===== config.mk =====
export PLATFORM = sky130hd
export DESIGN_NAME = bmc_line_tx
export DESIGN_NICKNAME = d
export VERILOG_FILES = /design/src/core/bmc_pkg.sv /design/src/core/bmc_half_timer.sv /design/src/core/bmc_line_tx.sv
export SDC_FILE = /design/constraint.sdc
export NUM_CORES = 1
export LEC_CHECK = 0
export ABC_AREA = 1
export BUFFER_PORTS_ARGS = -buffer_cell sky130_fd_sc_hd__buf_2
export CAP_MARGIN = 25
export CELL_PAD_IN_SITES_DETAIL_PLACEMENT = 1
export CELL_PAD_IN_SITES_GLOBAL_PLACEMENT = 1
export CORE_ASPECT_RATIO = 1.2
export CORE_MARGIN = 4
export CORE_UTILIZATION = 38
export DETAILED_ROUTE_END_ITERATION = 12
export PLACE_DENSITY = 0.76
export SYNTH_ARGS = -nofsm -noshare
export SYNTH_HDL_FRONTEND = slang
export SYNTH_SLANG_ARGS = --single-unit

===== constraint.sdc =====
create_clock -name clock -period 4.5 [get_ports clock]
set_clock_uncertainty 0.15 [all_clocks]
set_input_delay 1.125 -clock clock [delete_from_list [all_inputs] [get_ports clock]]
set_output_delay 1.125 -clock clock [all_outputs]
set_load 0.05 [all_outputs]

===== src/core/bmc_pkg.sv =====
// package of constants and types for the bmc line transmitter
package bmc_pkg;

  localparam int          BMC_DIV_W        = 12;
  localparam int          BMC_LEVEL_W      = 4;
  localparam logic [11:0] BMC_HALF_DIV_RST = 12'h03E;
  localparam logic [3:0]  BMC_LEVEL_RST    = 4'h8;
  localparam logic [11:0] BMC_HALF_DIV_MIN = 12'h001;

  typedef enum logic [1:0] {
    BMC_IDLE,
    BMC_SEND,
    BMC_CLOSE
  } bmc_state_t;

endpackage : bmc_pkg


===== src/core/bmc_half_timer.sv =====
// half-bit timer: pulses once every programmable number of clocks
`timescale 1ns/100ps
module bmc_half_timer
  import bmc_pkg::*;
(
  input  wire logic                 clock,
  input  wire logic                 rstn,
  input  wire logic                 run,
  input  wire logic [BMC_DIV_W-1:0] half_div,
  output logic                      half_tick
);

  logic [BMC_DIV_W-1:0] count_reg;
  logic [BMC_DIV_W-1:0] count_next;
  wire  logic [BMC_DIV_W-1:0] limit = (half_div < BMC_HALF_DIV_MIN) ? BMC_HALF_DIV_MIN
                                                                    : half_div;
  wire  logic                 at_end = (count_reg >= limit - BMC_HALF_DIV_MIN);

  assign half_tick  = run && at_end;
  assign count_next = (!run || at_end) ? '0 : count_reg + BMC_HALF_DIV_MIN;

  always_ff @(posedge clock) begin
    if (!rstn) count_reg <= '0;
    else       count_reg <= count_next;
  end

endmodule : bmc_half_timer


===== src/core/bmc_line_tx.sv =====
// biphase mark transmitter driving one of two configuration lines
// ---------------------------------------------------------------
// Behaviour
// - every bit period begins with a line transition.
// - a one bit adds a transition at mid period; zero does not.
// - preamble starts by driving the line low.
// - after the last bit one closing edge is sent.
// - only the orientation-selected line carries data.
// - driver enabled while sending, high impedance afterwards.
// - peak level setting held and passed to the driver.
// - only one party drives; idle driver stays high impedance.
// ---------------------------------------------------------------
`timescale 1ns/100ps
module bmc_line_tx
  import bmc_pkg::*;
(
  input  wire logic                   clock,
  input  wire logic                   rstn,
  input  wire logic                   tx_start,
  input  wire logic                   tx_bit,
  input  wire logic                   tx_last,
  output logic                        tx_bit_ready,
  output logic                        tx_busy,
  input  wire logic                   orient_b,
  input  wire logic [BMC_DIV_W-1:0]   half_div,
  input  wire logic                   level_load,
  input  wire logic [BMC_LEVEL_W-1:0] level_value,
  output logic [BMC_LEVEL_W-1:0]      tx_peak_level,
  output logic                        config_line_a_out,
  output logic                        config_line_a_oe_n,
  output logic                        config_line_b_out,
  output logic                        config_line_b_oe_n
);

  // -------------------------------------------------------------
  // state and datapath registers
  // -------------------------------------------------------------
  bmc_state_t                 state_reg, state_next;
  logic                       line_reg, line_next;
  logic                       phase_reg, phase_next;
  logic                       bit_reg, bit_next;
  logic                       last_reg, last_next;
  logic                       sel_b_reg, sel_b_next;
  logic [BMC_LEVEL_W-1:0]     level_reg;
  logic                       half_tick;

  wire logic sending   = (state_reg != BMC_IDLE);
  wire logic bit_end   = half_tick && phase_reg;
  wire logic mid_point = half_tick && !phase_reg;
  wire logic idle_go   = (state_reg == BMC_IDLE) && tx_start;

  bmc_half_timer u_timer (
    .clock     (clock),
    .rstn      (rstn),
    .run       (sending),
    .half_div  (half_div),
    .half_tick (half_tick)
  );

  // the next bit is taken at each bit boundary; the user must hold it valid there
  assign tx_bit_ready = (state_reg == BMC_SEND) && bit_end && !last_reg;
  assign tx_busy      = sending;

  // -------------------------------------------------------------
  // next-state logic
  // -------------------------------------------------------------
  always_comb begin
    state_next = state_reg;
    line_next  = line_reg;
    phase_next = phase_reg;
    bit_next   = bit_reg;
    last_next  = last_reg;
    sel_b_next = sel_b_reg;
    case (state_reg)
      BMC_IDLE: begin
        line_next = 1'b1;
        if (tx_start) begin
          // first bit starts low; its leading edge off idle may be lost
          line_next  = 1'b0;
          bit_next   = tx_bit;
          last_next  = tx_last;
          sel_b_next = orient_b; // latched per packet so a frame never hops lines
          phase_next = 1'b0;
          state_next = BMC_SEND;
        end
      end
      BMC_SEND: begin
        if (mid_point) begin
          phase_next = 1'b1;
          if (bit_reg) line_next = ~line_reg;
        end else if (bit_end) begin
          phase_next = 1'b0;
          line_next  = ~line_reg;
          if (last_reg) begin
            state_next = BMC_CLOSE;
          end else begin
            bit_next  = tx_bit;
            last_next = tx_last;
          end
        end
      end
      BMC_CLOSE: begin
        // hold the closing level for half a bit so the edge is seen, then release
        if (half_tick) state_next = BMC_IDLE;
      end
      default: state_next = BMC_IDLE;
    endcase
  end

  always_ff @(posedge clock) begin
    if (!rstn) begin
      state_reg <= BMC_IDLE;
      line_reg  <= 1'b1;
      phase_reg <= 1'b0;
      bit_reg   <= 1'b0;
      last_reg  <= 1'b0;
      sel_b_reg <= 1'b0;
    end else begin
      state_reg <= state_next;
      line_reg  <= line_next;
      phase_reg <= phase_next;
      bit_reg   <= bit_next;
      last_reg  <= last_next;
      sel_b_reg <= sel_b_next;
    end
  end

  // -------------------------------------------------------------
  // peak level setting
  // -------------------------------------------------------------
  always_ff @(posedge clock) begin
    if (!rstn)           level_reg <= BMC_LEVEL_RST;
    else if (level_load) level_reg <= level_value;
  end
  assign tx_peak_level = level_reg;

  // -------------------------------------------------------------
  // pin drive: enables are active low, unselected line stays released
  // -------------------------------------------------------------
  assign config_line_a_out  = sel_b_reg ? 1'b0 : line_reg;
  assign config_line_b_out  = sel_b_reg ? line_reg : 1'b0;
  assign config_line_a_oe_n = !(sending && !sel_b_reg);
  assign config_line_b_oe_n = !(sending && sel_b_reg);

  // -------------------------------------------------------------
  // assertions
  // -------------------------------------------------------------
  a_start_low: assert property (@(posedge clock) disable iff (!rstn)
    idle_go |=> (line_reg == 1'b0) && sending)
    else $error("preamble did not start low");

  a_bound_edge: assert property (@(posedge clock) disable iff (!rstn)
    (state_reg == BMC_SEND) && bit_end |=> line_reg != $past(line_reg))
    else $error("no transition at bit boundary");

  a_mid_one: assert property (@(posedge clock) disable iff (!rstn)
    (state_reg == BMC_SEND) && mid_point && bit_reg |=> line_reg != $past(line_reg))
    else $error("one bit missing mid transition");

  a_mid_zero: assert property (@(posedge clock) disable iff (!rstn)
    (state_reg == BMC_SEND) && mid_point && !bit_reg |=> $stable(line_reg))
    else $error("zero bit has mid transition");

  a_toggle_tick: assert property (@(posedge clock) disable iff (!rstn)
    sending && !half_tick && !idle_go |=> $stable(line_reg))
    else $error("line toggled off a half-bit point");

  a_close_edge: assert property (@(posedge clock) disable iff (!rstn)
    (state_reg == BMC_SEND) && bit_end && last_reg
      |=> (state_reg == BMC_CLOSE) && (line_reg != $past(line_reg)))
    else $error("missing closing edge");

  a_one_line: assert property (@(posedge clock) disable iff (!rstn)
    config_line_a_oe_n || config_line_b_oe_n)
    else $error("both lines driven");

  a_idle_hiz: assert property (@(posedge clock) disable iff (!rstn)
    !sending |-> config_line_a_oe_n && config_line_b_oe_n)
    else $error("idle driver not released");

  a_release: assert property (@(posedge clock) disable iff (!rstn)
    (state_reg == BMC_CLOSE) && half_tick |=> config_line_a_oe_n && config_line_b_oe_n)
    else $error("driver not released after close");

  a_level_hold: assert property (@(posedge clock) disable iff (!rstn)
    level_load |=> tx_peak_level == $past(level_value))
    else $error("peak level not loaded");

  // orientation may move mid packet; the latched select must not follow it
  a_sel_hold: assert property (@(posedge clock) disable iff (!rstn)
    sending |=> !sending || $stable(sel_b_reg))
    else $error("line select changed inside a packet");

  // while sending exactly one line is driven, never none
  a_drive_one: assert property (@(posedge clock) disable iff (!rstn)
    sending |-> (config_line_a_oe_n != config_line_b_oe_n))
    else $error("no single line driven while sending");

  // one sample per bit; a double pulse would swallow a bit
  a_ready_pulse: assert property (@(posedge clock) disable iff (!rstn)
    tx_bit_ready |=> !tx_bit_ready)
    else $error("bit request longer than one cycle");

  // only the single closing edge; the line rests until release
  a_close_quiet: assert property (@(posedge clock) disable iff (!rstn)
    (state_reg == BMC_CLOSE) |=> $stable(line_reg))
    else $error("extra edge after closing edge");

  // -------------------------------------------------------------
  // coverage of the main scenarios
  // -------------------------------------------------------------
  c_one_bit: cover property (@(posedge clock) disable iff (!rstn)
    (state_reg == BMC_SEND) && mid_point && bit_reg);
  c_zero_bit: cover property (@(posedge clock) disable iff (!rstn)
    (state_reg == BMC_SEND) && mid_point && !bit_reg);
  c_close: cover property (@(posedge clock) disable iff (!rstn)
    (state_reg == BMC_CLOSE) && half_tick);
  c_line_b: cover property (@(posedge clock) disable iff (!rstn)
    !config_line_b_oe_n);
  c_level_load: cover property (@(posedge clock) disable iff (!rstn)
    level_load);

endmodule : bmc_line_tx


==> key figures, run 1 <==
Global routing
  – GRT overflow: 0
  – Vias in the first global route: 2017
  – Total track usage: 21.3%
  – Initial antenna violation count: 0
  – First-pass GRT wire length: 8740 µm
  – Largest net degree at the start of global routing: 15

STA
  – Slew Viols, Final: 0
  – Fmax: 0.211 GHz
  – Period utilisation layout: 105%
  – Max_slew headroom: 71.2%
  – Min Tclk post-route: 4.74 ns
  – Setup ws final: -0.243 ns
  – Unrepaired setup endpoints after global routing: true
  – Finish-stage setup viols: 1
  – Final hold vios: 0
  – WHS: 0.313 ns
  – Slew @ Worst Pin: between 0.4 and 0.5 ns

Run status
  – Failing checks: negative setup slack
  – Status: complete, but fails checks

CTS
  – Clock latency on the worst-skew pair: roughly 0.27 ns
  – H-tree depth: 1
  – Longest Clk Path Bufs: 2
  – Root buf cell: clkbuf_8
  – Cts hold-fix bufs: 0
  – CTS tree: built
  – Clk sinks: 23
  – Worst-path clk slew: approximately 0.090 ns
  – CTS Buf Count: 3

Floorplan
  – Initial Utilization: 39.9%
  – Die height: 79.1 µm
  – Die Footprint: about 5300 µm²
  – Core area: 4000 µm²
  – Boundary Pins: 33
  – Row cnt: 25
  – Die Wd: 67.2 µm

Finish
  – Cell Count, Final, Fillers Out: 372
  – Max FFs per register: 12
  – FILL cells: 542
  – Layout Utilization: 61.7%
  – Synth-to-Final Area Change: 54.5%
  – Layout cells sized above 1: 41.2%
  – Area taken by multi-input logic gates: 1160 µm²
  – Register Area: approximately 460 µm²
  – Antenna fix cells: 0
  – Final net count: roughly 360

Worst setup path
  – Reg2reg path depth: 20
  – Worst Setup Start Kind: input port
  – Setup CP Type: input port to output port
  – CP arrival: 3.47 ns
  – R2R setup slack: 1.70 ns
  – Element type at the critical path end: output port
  – Reg-to-Reg End: state_reg[0]$_SDFFE_PN0P_
  – CP Launch Point: half_div[7]
  – Required time worst endpoint: 3.22 ns
  – Crit path to: tx_bit_ready
  – RR Startpoint: u_timer.count_reg[9]$_SDFF_PP0_
  – Crit Path Max Fanout: 2

Job
  – Max cap viols: 0

Power and ir drop
  – Peak supply drop: 0.245 mV
  – Leak: between 0.001 and 0.0015 µW
  – Power Total: 786 µW
  – PD cells: 318 nW/µm²

Logic synthesis
  – Most common flop cell mapped by yosys: dfxtp_1
  – Post-synth EDFFs: 0
  – Seq/Total Area, Yosys: 28.8%
  – Synth top area share: between 20% and 30%
  – Count of cell types in the netlist: 27
  – Avg Inst Size Synth: approximately 6.7 µm²
  – Cell Area, Synth: 1600 µm²
  – Synth warn: 0
  – Cell count after synthesis: between 200 and 250
  – Async SR Flop Fraction: 0%
  – Synthesis-stage register bit count: 23
  – Cell taking the most area after synthesis: dfxtp_1
  – Synth Net Count: 276
  – Synth top area cells: dfxtp_1, nand2_1, ha_1, inv_1, nor2_1

Route
  – WL/cell: about 15 µm
  – WL final: between 5000 and 6000 µm
  – DR iter-0 viols: 25
  – Vias per std cell: 4.92
  – Drc violations: 0
  – Vias: around 1800
  – ANT nets after route: 0
  – Drt pass-1 iters: 4

Hold path
  – Worst min path class: flop to flop

Place
  – Final HPWL DP: 3380 µm
  – Final GP Congestion: about 0.78
  – Cells after DPL: between 300 and 400
  – Number of port buffers: 32
-- stage by stage --
stage / setup slack [ns] / setup TNS, ns / area, µm²
CTS: -0.167 / -0.276 / 2330
floorplan: 0.00656 / 0 / 1630
detailed placement: -0.288 / -0.288 / 2020
global placement: -0.201 / -0.201 / 2020
finish: -0.243 / -0.243 / 2470
global route: -0.420 / -0.645 / 2470
-- kinds of logic (layout without fill, tap and decap cells) --
| logic type | Yosys count | after routing | synth area share (%) |
|---|---|---|---|
| buf+inv | 44 | 123 | 10.9 |
| simple gates | 122 | 122 | 34.0 |
| fa+ha+maj | 14 | 14 | 11.0 |
| flops | 23 | 23 | 28.8 |
| xor+xnor | 14 | 14 | 7.67 |
| compound gates | 22 | 22 | 7.75 |
-- cell type report --
cell class | count | share of cell area (%)
clock buffers | 3 | 1.67
clock inverters | 1 | 0.304
inverters | 42 | 6.38
multi-input cells | 172 | 46.9
flip-flops and latches | 23 | 18.6
well taps | 54 | 2.73
repair buffers | 77 | 23.4
-- cells in the mapped netlist, drive strengths merged, types with 3 or more instances --
master   n
xnor2    3
xor2    11
nand4    6
nand3   14
a21oi   12
dfxtp   23
o21ai    6
inv     42
nor3     4
nor2    41
ha      14
nand2   52
-- layer usage --
layer  track usage [%]  share of wire [%]
met5                 0                  0
met4              9.74                3.7
met3              1.70                2.8
met2              41.8                 57
met1              21.8                 37
-- how the worst min path moves through the flow --
| stage | to | startpoint | depth (start not counted) |
|---|---|---|---|
| floorplan | u_timer.count_reg[0]$_SDFF_PP0_ | u_timer.count_reg[0]$_SDFF_PP0_ | 1 |
| global placement | u_timer.count_reg[0]$_SDFF_PP0_ | u_timer.count_reg[0]$_SDFF_PP0_ | 1 |
| detailed placement | tx_peak_level[3]$_SDFFE_PN1P_ | tx_peak_level[3]$_SDFFE_PN1P_ | 2 |
| CTS | tx_peak_level[3]$_SDFFE_PN1P_ | tx_peak_level[3]$_SDFFE_PN1P_ | 2 |
| global route | tx_peak_level[3]$_SDFFE_PN1P_ | tx_peak_level[3]$_SDFFE_PN1P_ | 2 |
| finish | tx_peak_level[3]$_SDFFE_PN1P_ | tx_peak_level[3]$_SDFFE_PN1P_ | 2 |
-- where the power goes --
| part | switching, µW | total, µW | internal, µW |
|---|---|---|---|
| Combinational | 262 | 392 | 130 |
| Sequential | 27.8 | 259 | 231 |
| Clock | 71.8 | 135 | 62.8 |
-- repair_timing --
action	4_1_cts	5_1_grt
hold endpoints to repair	0	0
setup buffers	19	7
resized for setup	28	33
pin swaps	18	31
setup endpoints to repair	1	18
-- worst max-delay path, cell delays in order --
cell and delay [ns]:
buf_6 0.10, nor2_4 0.12, nand2_2 0.07, nor2_2 0.07, nand4_1 0.11, nand2_2 0.12
inv_2 0.05, ha_4 0.17, nand2_4 0.08, buf_6 0.10, nor2_2 0.03, xor2_1 0.17
ha_1 0.33, nand2_2 0.07, nor2_4 0.11, nand2_2 0.05, nor2_2 0.11, nand2_2 0.08
nand2_4 0.08, nand3_4 0.07, nor2_4 0.10, buf_8 0.15
-- layout by cell type (no fill, tap or decap), types with 2 or more instances in the layout --
cell type  instances
a21oi_1            9
a21oi_2            2
buf_2             21
buf_4             43
buf_6             12
clkbuf_8           3
dfxtp_1           23
ha_1              13
inv_1             36
inv_2              6
nand2_1           36
nand2_2           13
nand2_4            3
nand3_1            8
nand3_2            3
nand3_4            3
nand4_1            6
nor2_1            29
nor2_2             6
nor2_4             6
nor3_1             3
o21ai_0            4
or2_2              2
xnor2_1            3
xor2_1            10
Note: power is estimated with default switching activity, not from simulation.
==> run 2, diff against run 1 <==
--- a/config.mk
+++ b/config.mk
@@ -11,9 +11,10 @@
 export CELL_PAD_IN_SITES_DETAIL_PLACEMENT = 1
 export CELL_PAD_IN_SITES_GLOBAL_PLACEMENT = 1
 export CORE_ASPECT_RATIO = 1.2
-export CORE_MARGIN = 4
+export CORE_MARGIN = 2
 export CORE_UTILIZATION = 38
 export DETAILED_ROUTE_END_ITERATION = 12
+export GPL_TIMING_DRIVEN = 0
 export PLACE_DENSITY = 0.76
 export SYNTH_ARGS = -nofsm -noshare
 export SYNTH_HDL_FRONTEND = slang
==> key figures, run 2 (synthesis gave the netlist of run 1 again) <==
Finish
  – Fin area: 2230 µm²
  – Most frequent cells in the layout: nand2_1, inv_1, nor2_1
  – Final net count: 332
  – Max FFs per register: 12
  – Layout Utilization: 55.7%
  – Commonest non-fill, non-tap cell in the layout: nand2_1
  – Cell Count, Final, Fillers Out: ~350
  – Layout cells sized above 1: a little under a third
  – FILL cells: 559
  – Synth-to-Final Area Change: 39.4%
  – Antenna fix cells: 0

Worst setup path
  – WP buf/inv: 4
  – Setup CP Type: input port to output port
  – CP max-delay cell: ha_1
  – Cell family with most CP delay: simple AND/OR/NAND/NOR gates
  – Required time worst endpoint: ~3.2 ns
  – Element type at the critical path end: output port
  – CP dominant cell by count: nand2_2
  – CP arrival: 3.38 ns
  – Largest stage delay, worst path: 0.28 ns
  – Crit Path Max Fanout: 3
  – Worst Setup Start Kind: input port
  – Worst path cell trace: buf_8, nor2_4, nand2_2, nor2_2, nand4_1, nand2_1, inv_2, ha_4, nand2_4, nor4_4, xor2_1, inv_1, ha_1, nand2_2, nor2_4, nand2_2, nor2_2, nand2_2, nand2_2, nand3_4, nor2_4, buf_8

Route
  – DR iter-0 viols: 16
  – Drc violations: 0
  – ANT nets after route: 0
  – Vias: 1655
  – WL/cell: 12.4 µm
  – Vias per std cell: 4.76
  – Drt pass-1 iters: 4
  – WL final: 4330 µm

Power and ir drop
  – PD cells: approximately 330 nW/µm²
  – Switching component of the power: 332 µW
  – Sequential Power Share: 34.8%
  – Leak: between 0.001 and 0.0015 µW
  – Clock Power Share: between 15 and 20%
  – Internal power: 404 µW
  – Peak supply drop: 0.203 mV
  – Comb power frac: 47.3%
  – Switching Share: approximately 45%

CTS
  – CTS tree: built
  – Cts hold-fix bufs: 0
  – Root buf cell: clkbuf_8
  – Worst-path clk slew: roughly 0.090 ns
  – Clk sinks: 23
  – Clock latency on the worst-skew pair: 0.27 ns
  – Longest Clk Path Bufs: 2
  – H-tree depth: 1
  – CTS Buf Count: 3

Floorplan
  – Boundary Pins: 33
  – Initial Utilization: 39.9%
  – Die Footprint: 4740 µm²
  – Row cnt: 25
  – Core area: 4000 µm²
  – Die Wd: 63.2 µm
  – Die height: 75.1 µm

Global routing
  – GRT overflow: 0
  – Vias in the first global route: approximately 1700
  – Total track usage: 19.7%
  – Initial antenna violation count: 0
  – First-pass GRT wire length: 7390 µm
  – Largest net degree at the start of global routing: 14

STA
  – Finish-stage setup viols: 1
  – Min Tclk post-route: 4.66 ns
  – Max_slew headroom: 73.2%
  – Slew Viols, Final: 0
  – Setup ws final: -0.159 ns
  – Slew @ Worst Pin: 0.400 ns
  – Final setup TNS: -0.159 ns
  – Final hold vios: 0
  – Unrepaired setup endpoints after global routing: true
  – Period utilisation layout: 104%
  – Fmax: 0.215 GHz

Place
  – Placed Area: 1860 µm²
  – Cells after DPL: 324
  – Setup WS pre-CTS: -0.476 ns
  – Final GP Congestion: 0.784
  – Number of port buffers: 31
  – Final HPWL DP: between 2000 and 3000 µm

Hold path
  – Worst min path class: flop to flop

Run status
  – Failing checks: negative setup slack
  – Status: complete, but fails checks

Job
  – Max cap viols: 0
-- run 2: cell types whose count changed in the layout (fill, tap and decap cells not counted), moves of 3 or more --
cell	change
nand3_1	+3
nand2_2	-5
buf_6	-7
nand2_1	+7
buf_8	+7
buf_4	-24
-- run 2: path summary, 6_finish.rpt --
check,start,end,slack [ns],depth (start not counted)
max,half_div[5],tx_bit_ready,-0.16,22
min,u_timer.count_reg[0]$_SDFF_PP0_,u_timer.count_reg[0]$_SDFF_PP0_,0.31,1
max reg2reg,u_timer.count_reg[9]$_SDFF_PP0_,state_reg[1]$_SDFFE_PN0P_,2.40,15
min reg2reg,u_timer.count_reg[0]$_SDFF_PP0_,u_timer.count_reg[0]$_SDFF_PP0_,0.31,1
-- run 2: power groups by stage --
stage / combinational (µW) / clock [µW] / sequential, µW
6_report: 348 / 132 / 256
5_1_grt: 394 / 143 / 262
4_1_cts: 347 / 135 / 256
3_5_place_dp: 325 / 0 / 260
3_3_place_gp: 318 / 0 / 261
2_1_floorplan: 242 / 0 / 263
-- run 2: cell type report --
cell class	count	area (µm²)	share of cell area, %
Buffer	2	16.3	0.730
Clock buffer	3	41.3	1.85
Clock inverter	1	5.00	0.225
Inverter	42	158	7.07
Multi-Input combinational cell	172	1070	48.1
Sequential cell	23	460	20.7
Tap cell	54	67.6	3.03
Timing Repair Buffer	51	408	18.3
-- run 2: per-layer routing --
metal  track usage (%)  routed length, µm  vias up
li1                  -                  -      861
met1              21.0               1830      762
met2              40.8               2330       27
met3              1.64                103        5
met4              7.25                 64        0
met5                 0                  0        -
-- run 2: through the flow --
| stage | power (µW) | hold WS, ns |
|---|---|---|
| after CTS | 739 | 0.324 |
| after global routing | 798 | 0.353 |
| final | 736 | 0.314 |
| after detailed placement | 585 | 0.304 |
| after global placement | 578 | 0.289 |
| after floorplan | 506 | 0.280 |
-- run 2: timing repair --
| action | in CTS | in global routing |
|---|---|---|
| buffers inserted | 16 | 4 |
| cloned | 0 | 0 |
| gates resized for setup | 41 | 6 |
| pin swaps | 20 | 16 |
| endpoints found under the setup margin | 1 | 1 |
==> run 3, diff against run 2 <==
--- a/config.mk
+++ b/config.mk
@@ -16,6 +16,7 @@
 export DETAILED_ROUTE_END_ITERATION = 12
 export GPL_TIMING_DRIVEN = 0
 export PLACE_DENSITY = 0.76
+export RECOVER_POWER = 50
 export SYNTH_ARGS = -nofsm -noshare
 export SYNTH_HDL_FRONTEND = slang
 export SYNTH_SLANG_ARGS = --single-unit
==> key figures, run 3 (synthesis gave the netlist of run 1 again) <==
Worst setup path
  – Crit Path Max Fanout: 3
  – Required time worst endpoint: 3.22 ns
  – Worst Setup Start Kind: input port
  – Largest stage delay, worst path: 0.28 ns
  – Reg-to-Reg End: bit_reg$_SDFFE_PN0P_
  – CP dominant cell by count: nand2_2
  – R2R setup slack: 2.40 ns
  – Worst path cell trace: buf_8, nor2_4, nand2_2, nor2_2, nand4_1, nand2_1, inv_2, ha_4, nand2_4, nor4_4, xor2_1, inv_1, ha_1, nand2_2, nor2_4, nand2_2, nor2_2, nand2_2, nand2_2, nand3_4, nor2_4, buf_8
  – WP buf/inv: 4
  – CP Depth: 22
  – CP max-delay cell: ha_1
  – RR Startpoint: u_timer.count_reg[9]$_SDFF_PP0_
  – Cell family with most CP delay: simple AND/OR/NAND/NOR gates
  – CP arrival: 3.38 ns
  – Reg2reg path depth: 15
  – Setup CP Type: input port to output port
  – Element type at the critical path end: output port

Hold path
  – Hold path startpoint: u_timer.count_reg[0]$_SDFF_PP0_
  – Hold EP: u_timer.count_reg[0]$_SDFF_PP0_
  – Hold path cells: 1
  – Worst min path class: flop to flop

Finish
  – Max FFs per register: 12
  – Register Area: 460 µm²
  – FILL cells: 562
  – Cell Count, Final, Fillers Out: 348
  – Antenna fix cells: 0
  – Layout cells sized above 1: a little over a quarter
  – Area taken by multi-input logic gates: 1070 µm²
  – Synth-to-Final Area Change: 38.0%
  – Commonest non-fill, non-tap cell in the layout: nand2_1
  – Most frequent cells in the layout: nand2_1, inv_1, nor2_1
  – Final net count: 332

STA
  – Finish-stage setup viols: 1
  – Unrepaired setup endpoints after global routing: true
  – Max_slew headroom: 60.4%
  – WHS: 0.314 ns
  – Min Tclk post-route: 4.66 ns
  – Period utilisation layout: 104%
  – Fmax: 0.215 GHz
  – Final hold vios: 0
  – Slew Viols, Final: 0
  – Setup ws final: -0.159 ns
  – Slew @ Worst Pin: 0.596 ns

Floorplan
  – Initial Utilization: 39.9%
  – Die height: 75.1 µm
  – Boundary Pins: 33
  – Die Footprint: 4740 µm²
  – Die Wd: between 60 and 70 µm
  – Core area: approximately 4000 µm²
  – Row cnt: 25

Global routing
  – Largest net degree at the start of global routing: 14
  – GRT overflow: 0
  – Total track usage: 19.7%
  – Vias in the first global route: 1705
  – Initial antenna violation count: 0
  – First-pass GRT wire length: 7390 µm

Route
  – WL final: about 4300 µm
  – Vias per std cell: 4.76
  – ANT nets after route: 0
  – Vias: 1657
  – WL/cell: between 10 and 15 µm
  – Drt pass-1 iters: 4
  – Drc violations: 0
  – DR iter-0 viols: 21

CTS
  – Worst-path clk slew: 0.09 ns
  – Clk sinks: 23
  – Clock latency on the worst-skew pair: about 0.27 ns
  – Root buf cell: clkbuf_8
  – Longest Clk Path Bufs: 2
  – H-tree depth: 1
  – CTS Buf Count: 3
  – CTS tree: built

Place
  – Final GP Congestion: 0.784
  – Final HPWL DP: 2980 µm
  – Number of port buffers: 31
  – Cells after DPL: ~320

Power and ir drop
  – PD cells: 331 nW/µm²
  – Leak: ~0.0011 µW
  – Peak supply drop: 0.197 mV

Job
  – Max cap viols: 0

Run status
  – Failing checks: negative setup slack
  – Status: complete, but fails checks
[run 3: changes by cell type in the layout (fill, tap and decap cells not counted)]
cell and delta:
buf_4 -1, buf_2 -9, clkbuf_1 +11, buf_6 -1
[run 3: through the flow]
stage               setup WS [ns]  setup TNS [ns]  utilization [%]  area, µm²  total power [µW]
floorplan                 0.00656               0                -       1630               506
global placement           -0.451          -0.451             46.3       1860               578
detailed placement         -0.476          -0.476             46.3       1860               585
CTS                        -0.193          -0.193             54.4       2180               739
global route               -0.365          -0.365             55.1       2210               793
finish                     -0.159          -0.159             55.1       2210               731
[run 3: report_power, final]
group / switching [µW] / internal (µW)
Combinational: 238 / 105
Sequential: 24.5 / 231
Clock: 70.5 / 62.0
Total: 333 / 398
[run 3: routing by layer]
metal	wire length (µm)	GRT usage, %	vias to the layer above
met5	0	0	-
met4	64	7.25	0
met3	105	1.64	5
met2	2330	40.8	27
met1	1830	21.0	764
li1	-	-	861
[run 3: how the worst max path moves through the flow]
stage	from	end
2_1_floorplan	half_div[5]	tx_bit_ready
3_3_place_gp	half_div[4]	tx_bit_ready
3_5_place_dp	half_div[6]	tx_bit_ready
4_1_cts	half_div[7]	tx_bit_ready
5_1_grt	half_div[5]	tx_bit_ready
6_report	half_div[5]	tx_bit_ready
[run 3: timing repair]
action                                  4_1_cts  5_1_grt
buffers inserted                             16        4
gates resized for setup                      41        6
hold endpoints to repair                      0        0
hold buffers                                  0        0
endpoints found under the setup margin        1        1
pin swaps                                    20       16
[run 3: layout make-up]
cell class                 count  share of cell area [%]
multi-input combinational    172                    48.6
sequential                    23                    20.9
timing repair buffer          51                    17.8
inverter                      42                    7.15
tap                           54                    3.06
clock buffer                   3                    1.87
buffer                         2                   0.397
clock inverter                 1                   0.227
